==> config.mk <==
export PLATFORM = sky130hd
export DESIGN_NAME = sibc_top
export DESIGN_NICKNAME = d
export VERILOG_FILES = /design/src/sibc_pkg.sv /design/src/sibc_top.sv
export SDC_FILE = /design/constraint.sdc
export NUM_CORES = 1
export LEC_CHECK = 0
export ABC_AREA = 1
export BUFFER_PORTS_ARGS = -buffer_cell sky130_fd_sc_hd__buf_2
export CELL_PAD_IN_SITES_DETAIL_PLACEMENT = 1
export CELL_PAD_IN_SITES_GLOBAL_PLACEMENT = 1
export CORE_ASPECT_RATIO = 0.75
export CORE_UTILIZATION = 35
export CTS_CLUSTER_DIAMETER = 80
export DETAILED_ROUTE_END_ITERATION = 7
export PLACE_DENSITY = 0.69
export SYNTH_ARGS = -nofsm -noshare
export SYNTH_HDL_FRONTEND = slang
export SYNTH_SLANG_ARGS = --single-unit
==> constraint.sdc <==
create_clock -name clock -period 1.65 [get_ports clock]
set_input_delay 0.33 -clock clock [delete_from_list [all_inputs] [get_ports clock]]
set_output_delay 0.33 -clock clock [all_outputs]
set_load 0.02 [all_outputs]
==> src/sibc_pkg.sv <==
// Shared constants, register layouts and state types of the serial bus control block
package sibc_pkg;

  // ----------------------------------------------------------------
  // Register map
  // ----------------------------------------------------------------
  localparam int         ADDR_W   = 8;
  localparam logic [7:0] OFS_CTRL = 8'h00;
  localparam logic [7:0] OFS_COND = 8'h04;
  localparam logic [7:0] OFS_TXD  = 8'h08;
  localparam logic [7:0] OFS_RXD  = 8'h0c;
  localparam logic [7:0] OFS_STAT = 8'h10;
  localparam logic [7:0] OFS_BAUD = 8'h14;

  localparam int         HTRANS_ACT_BIT = 1;
  localparam logic       HRESP_OKAY     = 1'b0;

  // ----------------------------------------------------------------
  // Reset values and counts
  // ----------------------------------------------------------------
  localparam logic [7:0] BAUD_RST     = 8'h04;
  localparam logic [2:0] SMD_DISABLED = 3'h0;
  localparam logic [2:0] DLY_NONE     = 3'h0;
  localparam logic [3:0] BITS_DATA    = 4'h8;
  localparam logic [3:0] BIT_NINTH    = 4'h9;
  localparam logic [3:0] BIT_TENTH    = 4'ha;
  localparam logic [1:0] STEP_ONE     = 2'h1;
  localparam logic [1:0] STEP_TWO     = 2'h2;

  // ----------------------------------------------------------------
  // Register layouts
  // ----------------------------------------------------------------
  typedef struct packed {
    logic [10:0] rsvd;
    logic        sda_init_level;
    logic        internal_clock;
    logic        ack_reception_source;
    logic        init_on_start_enable;
    logic        ack_drive_value;
    logic        ack_drive_select;
    logic        ack_interrupt_mode;
    logic        data_output_disable;
    logic [2:0]  data_delay_select;
    logic        clock_phase_select;
    logic        tenth_clock_hold;
    logic        clock_force_low;
    logic        release_on_stop;
    logic        ninth_clock_hold;
    logic        clock_sync_enable;
    logic [2:0]  serial_mode_field;
    logic        bus_mode_select;
  } sibc_ctrl_s;

  typedef struct packed {
    logic [27:0] rsvd;
    logic        condition_output_select;
    logic        stop_request;
    logic        restart_request;
    logic        start_request;
  } sibc_cond_s;

  typedef struct packed {
    logic [26:0] rsvd;
    logic        cond_busy;
    logic        xfer_active;
    logic        last_ack;
    logic        bus_busy;
    logic        tx_buffer_empty_flag;
  } sibc_stat_s;

  typedef enum logic [1:0] {CG_IDLE, CG_START, CG_RESTART, CG_STOP} sibc_cg_e;

endpackage : sibc_pkg

==> src/sibc_top.sv <==
// Serial channel bus control in two-wire mode with an AHB-Lite register slave
`timescale 1ns/100ps

module sibc_top
  import sibc_pkg::*;
(
  input  wire logic        clock,
  input  wire logic        rst_n,
  input  wire logic        clock_en,
  input  wire logic        hsel,
  input  wire logic [31:0] haddr,
  input  wire logic [1:0]  htrans,
  input  wire logic        hwrite,
  input  wire logic [2:0]  hsize,
  input  wire logic        hready,
  input  wire logic [31:0] hwdata,
  output logic      [31:0] hrdata,
  output logic             hreadyout,
  output logic             hresp,
  input  wire logic        bus_clock_pin_i,
  output logic             bus_clock_pin_o,
  output logic             bus_clock_pin_oe_n,
  input  wire logic        bus_data_pin_i,
  output logic             bus_data_pin_o,
  output logic             bus_data_pin_oe_n,
  output logic             cond_event,
  output logic             ack_event,
  output logic             nack_event,
  output logic             transfer_controller_req
);

  // ----------------------------------------------------------------
  // State
  // ----------------------------------------------------------------
  typedef struct packed {
    sibc_ctrl_s  ctrl;
    sibc_cond_s  cond;
    logic [7:0]  txbuf;
    logic [7:0]  baud;
    logic        tx_empty;
    logic [8:0]  rxbuf;
    logic [7:0]  txsh;
    logic [7:0]  rxsh;
    logic [3:0]  bitcnt;
    logic        active;
    logic        tx_out;
    logic [7:0]  dly;
    logic [7:0]  bcnt;
    logic        int_scl;
    logic        hold9;
    logic        hold10;
    logic        last_ack;
    logic        busy;
    sibc_cg_e    cg;
    logic [1:0]  step;
    logic        cg_scl;
    logic        cg_sda;
    logic        scl_s1;
    logic        scl_s2;
    logic        sda_s1;
    logic        sda_s2;
    logic        scl_d;
    logic        sda_d;
    logic        tclk_d;
    logic        dph;
    logic        dwr;
    logic [7:0]  daddr;
    logic [31:0] rdata;
    logic        scl_low;
    logic        sda_low;
    logic        ev_cond;
    logic        ev_ack;
    logic        ev_nack;
    logic        ev_dtc;
  } sibc_state_s;

  sibc_state_s r;
  sibc_state_s n;

  logic       start_det;
  logic       stop_det;
  logic       scl_fall;
  logic       pause;
  logic       run;
  logic       tick;
  logic       tclk;
  logic       tclk_rise;
  logic       tclk_fall;
  logic       wr_txd;
  logic       dly_tap;
  logic [31:0] rd_mux;
  sibc_stat_s stat;

  // ----------------------------------------------------------------
  // Pin events
  // ----------------------------------------------------------------
  assign start_det = r.scl_s2 & r.scl_d & r.sda_d & ~r.sda_s2;
  assign stop_det  = r.scl_s2 & r.scl_d & ~r.sda_d & r.sda_s2;
  assign scl_fall  = r.scl_d & ~r.scl_s2;

  // Counting pauses while the internal clock is high but the pin is still low
  assign pause = r.ctrl.clock_sync_enable & r.int_scl & ~r.scl_s2;
  assign run   = (r.active & r.ctrl.internal_clock) | (r.cg != CG_IDLE);
  assign tick  = run & ~pause & (r.bcnt == 8'h00);

  // Internal clock gated by the pin; external clock is the pin itself
  assign tclk      = r.ctrl.internal_clock ? (r.int_scl & r.scl_s2) : r.scl_s2;
  assign tclk_rise = r.active & tclk & ~r.tclk_d;
  assign tclk_fall = r.active & ~tclk & r.tclk_d;

  assign wr_txd  = r.dph & r.dwr & (r.daddr == OFS_TXD);
  assign dly_tap = (r.ctrl.data_delay_select == DLY_NONE) ? r.tx_out
                                                          : r.dly[r.ctrl.data_delay_select];

  always_comb begin
    stat                      = '0;
    stat.tx_buffer_empty_flag = r.tx_empty;
    stat.bus_busy             = r.busy;
    stat.last_ack             = r.last_ack;
    stat.xfer_active          = r.active;
    stat.cond_busy            = (r.cg != CG_IDLE);
    case (haddr[ADDR_W-1:0])
      OFS_CTRL: rd_mux = r.ctrl;
      OFS_COND: rd_mux = r.cond;
      OFS_TXD:  rd_mux = {24'h000000, r.txbuf};
      OFS_RXD:  rd_mux = {23'h000000, r.rxbuf};
      OFS_STAT: rd_mux = stat;
      OFS_BAUD: rd_mux = {24'h000000, r.baud};
      default:  rd_mux = 32'h00000000;
    endcase
  end

  // ----------------------------------------------------------------
  // Next state
  // ----------------------------------------------------------------
  always_comb begin
    n         = r;
    n.ev_cond = 1'b0;
    n.ev_ack  = 1'b0;
    n.ev_nack = 1'b0;
    n.ev_dtc  = 1'b0;
    n.scl_s1  = bus_clock_pin_i;
    n.scl_s2  = r.scl_s1;
    n.sda_s1  = bus_data_pin_i;
    n.sda_s2  = r.sda_s1;
    n.scl_d   = r.scl_s2;
    n.sda_d   = r.sda_s2;
    n.tclk_d  = tclk;
    n.dly     = {r.dly[6:0], r.tx_out};

    // Bus slave: address phase captured, write applied in data phase
    n.dph = hsel & hready & htrans[HTRANS_ACT_BIT];
    if (hsel & hready & htrans[HTRANS_ACT_BIT]) begin
      n.dwr   = hwrite;
      n.daddr = haddr[ADDR_W-1:0];
      n.rdata = rd_mux;
    end
    if (r.dph & r.dwr) begin
      case (r.daddr)
        OFS_CTRL: begin
          n.ctrl      = sibc_ctrl_s'(hwdata);
          n.ctrl.rsvd = '0;
        end
        OFS_COND: begin
          n.cond      = sibc_cond_s'(hwdata);
          n.cond.rsvd = '0;
        end
        OFS_TXD: begin
          n.txbuf    = hwdata[7:0];
          n.tx_empty = 1'b0;
        end
        OFS_BAUD: n.baud = hwdata[7:0];
        default: ;
      endcase
    end

    // Bus busy tracking and detection events
    if (start_det) n.busy = 1'b1;
    if (stop_det) n.busy = 1'b0;
    if (~r.cond.condition_output_select & (start_det | stop_det)) n.ev_cond = 1'b1;

    // Baud divider and internal clock
    if (r.ctrl.clock_sync_enable & r.int_scl & scl_fall & r.active) begin
      n.int_scl = 1'b0;
      n.bcnt    = r.baud;
    end else if (run & ~pause) begin
      if (tick) begin
        n.bcnt = r.baud;
        if (r.active & r.ctrl.internal_clock) n.int_scl = ~r.int_scl;
      end else begin
        n.bcnt = r.bcnt - 8'h01;
      end
    end

    // Transfer engine
    if (start_det & r.ctrl.init_on_start_enable) begin
      n.txsh                  = r.txbuf;
      n.rxsh                  = 8'h00;
      n.bitcnt                = 4'h0;
      n.active                = 1'b1;
      n.hold9                 = 1'b0;
      n.hold10                = 1'b0;
      n.ctrl.ninth_clock_hold = 1'b1;
    end else if (~r.active & ~r.tx_empty & (r.ctrl.serial_mode_field != SMD_DISABLED)
                 & (r.cg == CG_IDLE)) begin
      // First bit goes out at once; the clock starts low so no stray pulse follows a start
      n.tx_out   = r.txbuf[7];
      n.txsh     = {r.txbuf[6:0], 1'b0};
      n.tclk_d   = 1'b0;
      n.cg_scl   = 1'b1;
      n.tx_empty = ~wr_txd;
      n.bitcnt   = 4'h0;
      n.active   = 1'b1;
      n.int_scl  = 1'b0;
      n.bcnt     = r.baud;
      n.hold9    = 1'b0;
      n.hold10   = 1'b0;
    end else begin
      if (tclk_fall) begin
        if (r.bitcnt < BITS_DATA) begin
          n.tx_out = r.txsh[7];
          n.txsh   = {r.txsh[6:0], 1'b0};
        end else if (r.bitcnt == BITS_DATA) begin
          n.tx_out = 1'b1;
          if (r.ctrl.ack_interrupt_mode) n.rxbuf = {r.rxsh[0], 1'b0, r.rxsh[7:1]};
        end else if (r.bitcnt == BIT_NINTH) begin
          if (r.ctrl.ninth_clock_hold) begin
            n.hold9  = 1'b1;
            n.active = 1'b0;
          end else if (~(r.ctrl.clock_phase_select & r.ctrl.tenth_clock_hold)) begin
            n.active  = 1'b0;
            n.int_scl = 1'b1;
          end
        end else begin
          n.hold10  = r.ctrl.clock_phase_select & r.ctrl.tenth_clock_hold;
          n.active  = 1'b0;
          n.int_scl = ~(r.ctrl.clock_phase_select & r.ctrl.tenth_clock_hold);
        end
      end
      if (tclk_rise & (r.bitcnt < BIT_TENTH)) begin
        n.bitcnt = r.bitcnt + 4'h1;
        if (r.bitcnt < BITS_DATA) n.rxsh = {r.rxsh[6:0], r.sda_s2};
        if (r.bitcnt == BITS_DATA) begin
          n.last_ack = ~r.sda_s2;
          if (~r.ctrl.ack_interrupt_mode) begin
            n.rxbuf   = {r.sda_s2, r.rxsh};
            n.ev_nack = r.sda_s2;
            n.ev_ack  = ~r.sda_s2;
          end else if (r.ctrl.clock_phase_select) begin
            n.rxbuf = {r.sda_s2, r.rxsh};
          end
          if (r.ctrl.ack_reception_source & ~r.sda_s2) n.ev_dtc = 1'b1;
        end
      end
    end

    if (stop_det & r.ctrl.release_on_stop) begin
      n.hold9   = 1'b0;
      n.hold10  = 1'b0;
      n.active  = 1'b0;
      n.int_scl = 1'b1;
    end

    // Condition generator, one divider period per step
    case (r.cg)
      CG_IDLE: begin
        if (r.cond.condition_output_select & ~r.active) begin
          n.step = 2'h0;
          n.bcnt = r.baud;
          if (r.cond.start_request) begin
            n.cg     = CG_START;
            n.cg_scl = 1'b1;
            n.cg_sda = 1'b1;
          end else if (r.cond.restart_request) begin
            n.cg     = CG_RESTART;
            n.cg_scl = 1'b0;
            n.cg_sda = 1'b1;
          end else if (r.cond.stop_request) begin
            n.cg     = CG_STOP;
            n.cg_scl = 1'b0;
            n.cg_sda = 1'b0;
          end
        end
      end
      CG_START: begin
        if (tick) begin
          n.step = r.step + STEP_ONE;
          if (r.step == 2'h0) begin
            n.cg_sda = 1'b0;
          end else begin
            n.cg_scl              = 1'b0;
            n.cg                  = CG_IDLE;
            n.cond.start_request  = 1'b0;
            n.ev_cond             = 1'b1;
          end
        end
      end
      CG_RESTART: begin
        if (tick) begin
          n.step = r.step + STEP_ONE;
          if (r.step == 2'h0) begin
            n.cg_scl = 1'b1;
          end else if (r.step == STEP_ONE) begin
            n.cg_sda = 1'b0;
          end else begin
            n.cg_scl               = 1'b0;
            n.cg                   = CG_IDLE;
            n.cond.restart_request = 1'b0;
            n.ev_cond              = 1'b1;
          end
        end
      end
      CG_STOP: begin
        if (tick) begin
          n.step = r.step + STEP_ONE;
          if (r.step == 2'h0) begin
            n.cg_scl = 1'b1;
          end else if (r.step == STEP_ONE) begin
            n.cg_sda = 1'b1;
          end else if (r.step == STEP_TWO) begin
            n.cg                = CG_IDLE;
            n.cond.stop_request = 1'b0;
            n.ev_cond           = 1'b1;
          end
        end
      end
      default: n.cg = CG_IDLE;
    endcase

    // Pin drive, registered so the pads see no glitches
    n.scl_low = r.ctrl.bus_mode_select &
                (r.ctrl.clock_force_low
                 | (r.hold9 & r.ctrl.ninth_clock_hold)
                 | (r.hold10 & r.ctrl.tenth_clock_hold)
                 | (r.cond.condition_output_select & ~r.cg_scl)
                 | (r.active & r.ctrl.internal_clock & ~r.int_scl));
    if (~r.ctrl.bus_mode_select | r.ctrl.data_output_disable) begin
      n.sda_low = 1'b0;
    end else if (r.ctrl.serial_mode_field == SMD_DISABLED) begin
      n.sda_low = ~r.ctrl.sda_init_level;
    end else if (r.cond.condition_output_select & ((r.cg != CG_IDLE) | ~r.cg_scl)) begin
      n.sda_low = ~r.cg_sda;
    end else if (~r.cond.condition_output_select & r.ctrl.ack_drive_select) begin
      n.sda_low = ~r.ctrl.ack_drive_value;
    end else begin
      n.sda_low = ~dly_tap;
    end
  end

  // ----------------------------------------------------------------
  // Registers
  // ----------------------------------------------------------------
  always_ff @(posedge clock or negedge rst_n) begin
    if (!rst_n) begin
      r          <= '0;
      r.baud     <= BAUD_RST;
      r.tx_empty <= 1'b1;
      r.tx_out   <= 1'b1;
      r.int_scl  <= 1'b1;
      r.cg       <= CG_IDLE;
      r.cg_scl   <= 1'b1;
      r.cg_sda   <= 1'b1;
      r.scl_s1   <= 1'b1;
      r.scl_s2   <= 1'b1;
      r.sda_s1   <= 1'b1;
      r.sda_s2   <= 1'b1;
      r.scl_d    <= 1'b1;
      r.sda_d    <= 1'b1;
      r.dly      <= 8'hff;
    end else if (clock_en) begin
      r <= n;
    end
  end

  // ----------------------------------------------------------------
  // Outputs
  // ----------------------------------------------------------------
  assign hrdata                  = r.rdata;
  assign hreadyout               = clock_en;
  assign hresp                   = HRESP_OKAY;
  assign bus_clock_pin_o         = 1'b0;
  assign bus_clock_pin_oe_n      = ~r.scl_low;
  assign bus_data_pin_o          = 1'b0;
  assign bus_data_pin_oe_n       = ~r.sda_low;
  assign cond_event              = r.ev_cond;
  assign ack_event               = r.ev_ack;
  assign nack_event              = r.ev_nack;
  assign transfer_controller_req = r.ev_dtc;

endmodule : sibc_top

# Word level (Yosys, flattened, before mapping)
# Index checks and enable logic that the tools add are counted.
[classes] n_addsub=3 reduce_logical=41 n_lt_le_gt_ge=3 mux=125 bitwise=69 eq_ne=34
[ops] cell="21-bit case mux with 6 select lines" count=1
[ops] cell="9-bit 2-to-1 mux" count=11
[ops] cell="8-bit 2-to-1 mux" count=10
[ops] cell="1-bit 2-to-1 mux" count=64
[ops] cell="55-bit 2-to-1 mux" count=1
[ops] cell="1-bit bitwise AND" count=39
[ops] cell="6-bit 2-to-1 mux" count=6
[ops] cell="2-bit 2-to-1 mux" count=15
[ops] cell="3-bit 2-to-1 mux" count=9
[ops] cell="2-bit inequality test, second input constant" count=13
[ops] cell="8-bit by 4-bit equality test with 1-bit output, second input constant" count=3
[ops] cell="8-bit by 5-bit equality test with 1-bit output, second input constant" count=3
[ops] cell="8-bit zero test" count=3
[ops] cell="6-bit case mux with 4 select lines" count=1
[ops] cell="1-bit NOT" count=22
[ops] cell="21-bit 2-to-1 mux" count=1
[ops] cell="3-bit AND reduction" count=7
[ops] cell="5-bit AND reduction" count=4
[ops] cell="17-bit 2-to-1 mux" count=1
[ops] cell="8-bit by 3-bit equality test with 1-bit output, second input constant" count=2
[ops] cell="3-bit nonzero test" count=5
[ops] cell="2-bit nonzero test" count=7
[ops] cell="12-bit 2-to-1 mux" count=1
[ops] cell="4-bit by 3-bit inequality test with 1-bit output, second input constant" count=3
[ops] cell="other kinds (24)" count=43
[totals] regBits=155 output_inout_bits=42 in_bits=77 elab_cells=333

# Longest topological paths before layout
[logic_depth] depth_word=18 depth_mapped=13 mapped_depth_nobuf=12

# Worst setup path before layout
# Ideal clock, no wire load.
[synth_timing] kind="flip-flop to flip-flop" from="reg r[66] (netlist bit)" to="reg r[59] (netlist bit)" path_stages_with_launch=12 arrival_time_ns=1.523 synth_period_minus_slack_ns=1.640 setup_time_ns=0.117 slack_ns=0.010 n_path_buf=0 t_required_ns=1.533 cell_sequence="dfrtp_1 -> inv_1 -> ha_1 -> nand3_1 -> nor2_4 -> nand2_4 -> o21ai_2 -> inv_1 -> nor2_4 -> nand2_1 -> nand2_1 -> nand2_1"
[synth_between] elab_chain_len=4 elab_cells_between_ends=6 classes_between="3 x eq/ne; 1 x bitwise; 2 x reduce/logical"
[synth_rtl] element="start: declaration" line="sibc_top.sv:77" source="sibc_state_s r;"
[synth_rtl] element="start signal: assignment" line="sibc_top.sv:371" source="r <= n;"
[synth_rtl] element="8-bit zero test (*)" line="sibc_top.sv:104" source="assign tick = run & ~pause & (r.bcnt == 8'h00);"
[synth_rtl] element="1-bit bitwise AND (*)" line="sibc_top.sv:104"
[synth_rtl] element="2-bit inequality test (no source line)"
[synth_rtl] element="12-bit AND reduction (no source line) (*)"
# Every way passes the cells marked *; elsewhere a longest branch is shown, timed or not.
# A chain may end at the register's enable or synchronous reset.

# Final worst setup path
[layout_timing] from="reg r, in the netlist n[50]" to="reg r[70] (netlist bit)"
[layout_between] elab_chain_len=12 elab_cells_between_ends=19 classes_between="7 x mux; 12 x bitwise"
[layout_rtl] element="1-bit NOT" line="sibc_top.sv:99, sibc_top.sv:102"
[layout_rtl] element="1-bit bitwise AND" line="sibc_top.sv:102" source="assign pause = r.ctrl.clock_sync_enable & r.int_scl & ~r.scl_s2;"
[layout_rtl] element="1-bit NOT" line="sibc_top.sv:104, sibc_top.sv:186"
[layout_rtl] element="1-bit bitwise AND" line="sibc_top.sv:104, sibc_top.sv:186"
[layout_rtl] element="1-bit bitwise AND" line="sibc_top.sv:104"
[layout_rtl] element="8-bit 2-to-1 mux" line="sibc_top.sv:187" source="if (tick) begin"
[layout_rtl] element="9-bit 2-to-1 mux" line="sibc_top.sv:186" source="end else if (run & ~pause) begin"
[layout_rtl] element="9-bit 2-to-1 mux" line="sibc_top.sv:183" source="if (r.ctrl.clock_sync_enable & r.int_scl & scl_fall & r.active) begin"
[layout_rtl] element="8-bit 2-to-1 mux" line="sibc_top.sv:204" source="end else if (~r.active & ~r.tx_empty & (r.ctrl.serial_mode_field != SMD_DISABLED)"
[layout_rtl] element="9-bit 2-to-1 mux (*)" line="sibc_top.sv:196" source="if (start_det & r.ctrl.init_on_start_enable) begin"
[layout_rtl] element="8-bit 2-to-1 mux" line="sibc_top.sv:267" source="if (r.cond.condition_output_select & ~r.active) begin"
[layout_rtl] element="8-bit 2-to-1 mux (*)" line="sibc_top.sv:265" source="case (r.cg)"
# Marks and branches as above.

==> out/results.tsv <==
stage	metric	value	unit
run_status	status	complete, but fails checks	
sta	finalSetupTns	-3.60	ns
clock_network	clkTransAtPathRegs	0.07	ns
yosys	yosysUniqueCellTypes	47	
layout	antennaDiodeCount	0	
layout	mostFrequentLayoutCells	nand2_1 (255), dfrtp_1 (122), inv_1 (112)	
detailed_routing	drt_iter0_markers	577	
sta	hold_violations	0	
sta	tightest_slew	0.561	ns
min_path	worstHoldStart	bus_data_pin_i	
clock_network	clock-sinks	144	
die	die-area	22800	sq um
sta	setup_viol	50	
yosys	synth_area	7760	sq um
critical_path	crit_top_cell	nand2_2	
critical_path	cp-start-kind	flip-flop	
sta	fin_worst_skew	0.0149	ns
die	die_y	131	um
sta	relSlewSlack	0.622	
critical_path	rr_startpoint	n[50]	
detailed_routing	drt_wl_total	26800	um
global_routing	grt_util_met2	0.367	
critical_path	worstPathArrival	2.18	ns
critical_path	r2r_cells	11	
sta	period_needed	1.79	ns
yosys	yosys_warnings	0	
yosys	postSynthCellCount	998	
place	dp_hpwl	18600	um
global_routing	antenna_found_initial	0	
global_routing	grt_pass1_wl	41600	um
die	initial_core_util	0.362	
clock_network	cts_tree	done	
global_routing	grt_use_met1	0.350	
die	coreArea	21500	sq um
die	num_io_pins	119	
layout	n_fill_cell	2582	
place	pre_cts_ws	-0.253	ns
layout	nets	1228	
layout	syn_to_final_growth	33.8	%
yosys	yosysSeqAreaShare	0.467	
place	placed_area	8870	sq um
sta	min_period_over_period	1.08	
critical_path	cp_slowest_cell	dfstp_2	
clock_network	numCtsBuffers	17	
yosys	synth.avg_cell_area	7.78	sq um
critical_path	critPathLaunch	n[50]	
global_routing	gr-total-overflow	0	
layout	final_common_cell	nand2_1	
clock_network	cts_root_buf	clkbuf_16	
global_routing	top_usage_layer	met2	
min_path	hold_path_class	primary input to flip-flop	
yosys	synth_edf_count	0	
detailed_routing	drt_first_pass_iters	5	
place	io_buffers	65	
yosys	synth-async-reset-ratio	1.00	
detailed_routing	via_per_inst	5.13	
sta	rsz0062_at_grt	yes	
job	cap_violations	0	
min_path	whs_path_depth	3	
detailed_routing	drc	0	
clock_network	clock_latency	0.45	ns
layout	multi_input_area	3860	sq um
die	fp.dieW	174	um
critical_path	max_stage_delay	0.56	ns
layout	finalInstanceArea	10400	sq um
global_routing	grt_usage	0.241	
detailed_routing	postRouteAntennaNets	0	
detailed_routing	wl_per_cell	18.5	um
yosys	synth-seq-cells	144	
layout	drive_gt1_frac	0.331	
sta	setup_ws	-0.139	ns
place	routabilityCongestion	0.933	
power_and_ir_drop	power_leakage	0.00498	uW
critical_path	worstSetupPathType	flip-flop to flip-flop	
sta	fmax	0.559	GHz
critical_path	cp.required	2.04	ns
detailed_routing	num_vias	7411	
power_and_ir_drop	p_per_area	1140	nW/um^2
global_routing	grt_max_degree	53	
clock_network	cts_max_path_buffers	2	
global_routing	use_met3	0.0405	
power_and_ir_drop	peakVddDrop	712	uV
sta	drv_slew	0	
critical_path	crit_path_end_kind	flip-flop	
yosys	ys.flop_type	dfrtp_1	
layout	regArea	3630	sq um
critical_path	crit_path_max_fanout	8	
clock_network	h-tree-depth	4	
global_routing	grt_pass1_vias	7351	
run_status	violations	negative setup slack	
die	row_count	46	
critical_path	cp_cell_sequence	nand2_2, nor2_4, nand3_4, nand2_4, buf_6, nand4_4, nand2_2, nand2_2, nand2_2, nand2_1, inv_1	
layout make-up:
cell class	instances	share of cell area
multi-input combinational	677	0.372
sequential	144	0.350
timing repair buffer	180	0.137
inverter	124	0.0465
clock buffer	17	0.0410
tap	288	0.0347
clock inverter	15	0.0186
worst paths after layout:
kind | slack, ns | to
setup / recovery | -0.14 | r[70]
max in group asynchronous | 0.89 | r[113]
hold reg to reg | 0.46 | n[51]
min in group asynchronous | 0.41 | hrdata[18]
setup reg to reg | -0.14 | r[70]
hold / removal | 0.08 | n[51]
synth_stat cells (all sizes together), types with 15 or more instances:
library cell    n  share of area
nand2         301           0.15
o21ai         132          0.087
dfrtp         124           0.40
inv           123          0.060
nand3          69          0.048
nor2           58          0.036
buf            52          0.048
dfstp          20          0.068
clkbuf         17         0.0082
a21oi          16          0.010
nand4          15          0.013
nor3           15          0.013
registers in the layout (all words and copies together), names as in the netlist:
signal,count
r,107
hrdata,21
n,12
ack_event,1
cond_event,1
nack_event,1
transfer_controller_req,1
metal layers:
metal,up-vias,share of wire
li1,3491,-
met1,3695,0.50
met2,193,0.44
met3,32,0.041
met4,0,0.014
met5,-,0
logic make-up after synthesis:
| group | count (synthesis) | share of synthesized area |
|---|---|---|
| buffers and inverters | 193 | 0.117 |
| AOI/OAI and AO/OA | 187 | 0.135 |
| other | 1 | 0.000483 |
| adders and majority gates | 7 | 0.0113 |
| and+or+nand+nor | 463 | 0.266 |
| DFF | 144 | 0.467 |
| xor gates and xnor gates | 3 | 0.00338 |
power breakdown:
group / internal (uW) / total [uW] / switching (uW) / leakage (uW)
combinational: 1300 / 3160 / 1860 / 0.00286
sequential: 4080 / 4520 / 443 / 0.00181
clock: 2310 / 4150 / 1840 / 0.000305
through the flow:
step           hold slack (ns)  power, uW  cells  utilization
4_1_cts                 0.0689      11600   1437        0.467
3_5_place_dp             0.331       7080   1385        0.413
5_1_grt                 0.0933      12400   1445        0.484
6_report                0.0796      11800   1445        0.484
2_1_floorplan           0.0344       5960   1011            -
3_3_place_gp             0.335       6980   1385        0.413
worst max-delay path, delay by kind of cell, from the launching register on:
family        cells  cell delay, ns
buf+inv           2            0.16
flops             1            0.56
simple gates      9            0.99
what timing repair did:
item,4_1_cts,5_1_grt
pin swaps,47,56
cloned,4,0
setup endpoints to repair,51,61
hold buffers,1,0
resized for setup,97,93
endpoints found under the hold margin,124,0
buffers inserted,16,11
(Power assumes the default switching activity.)
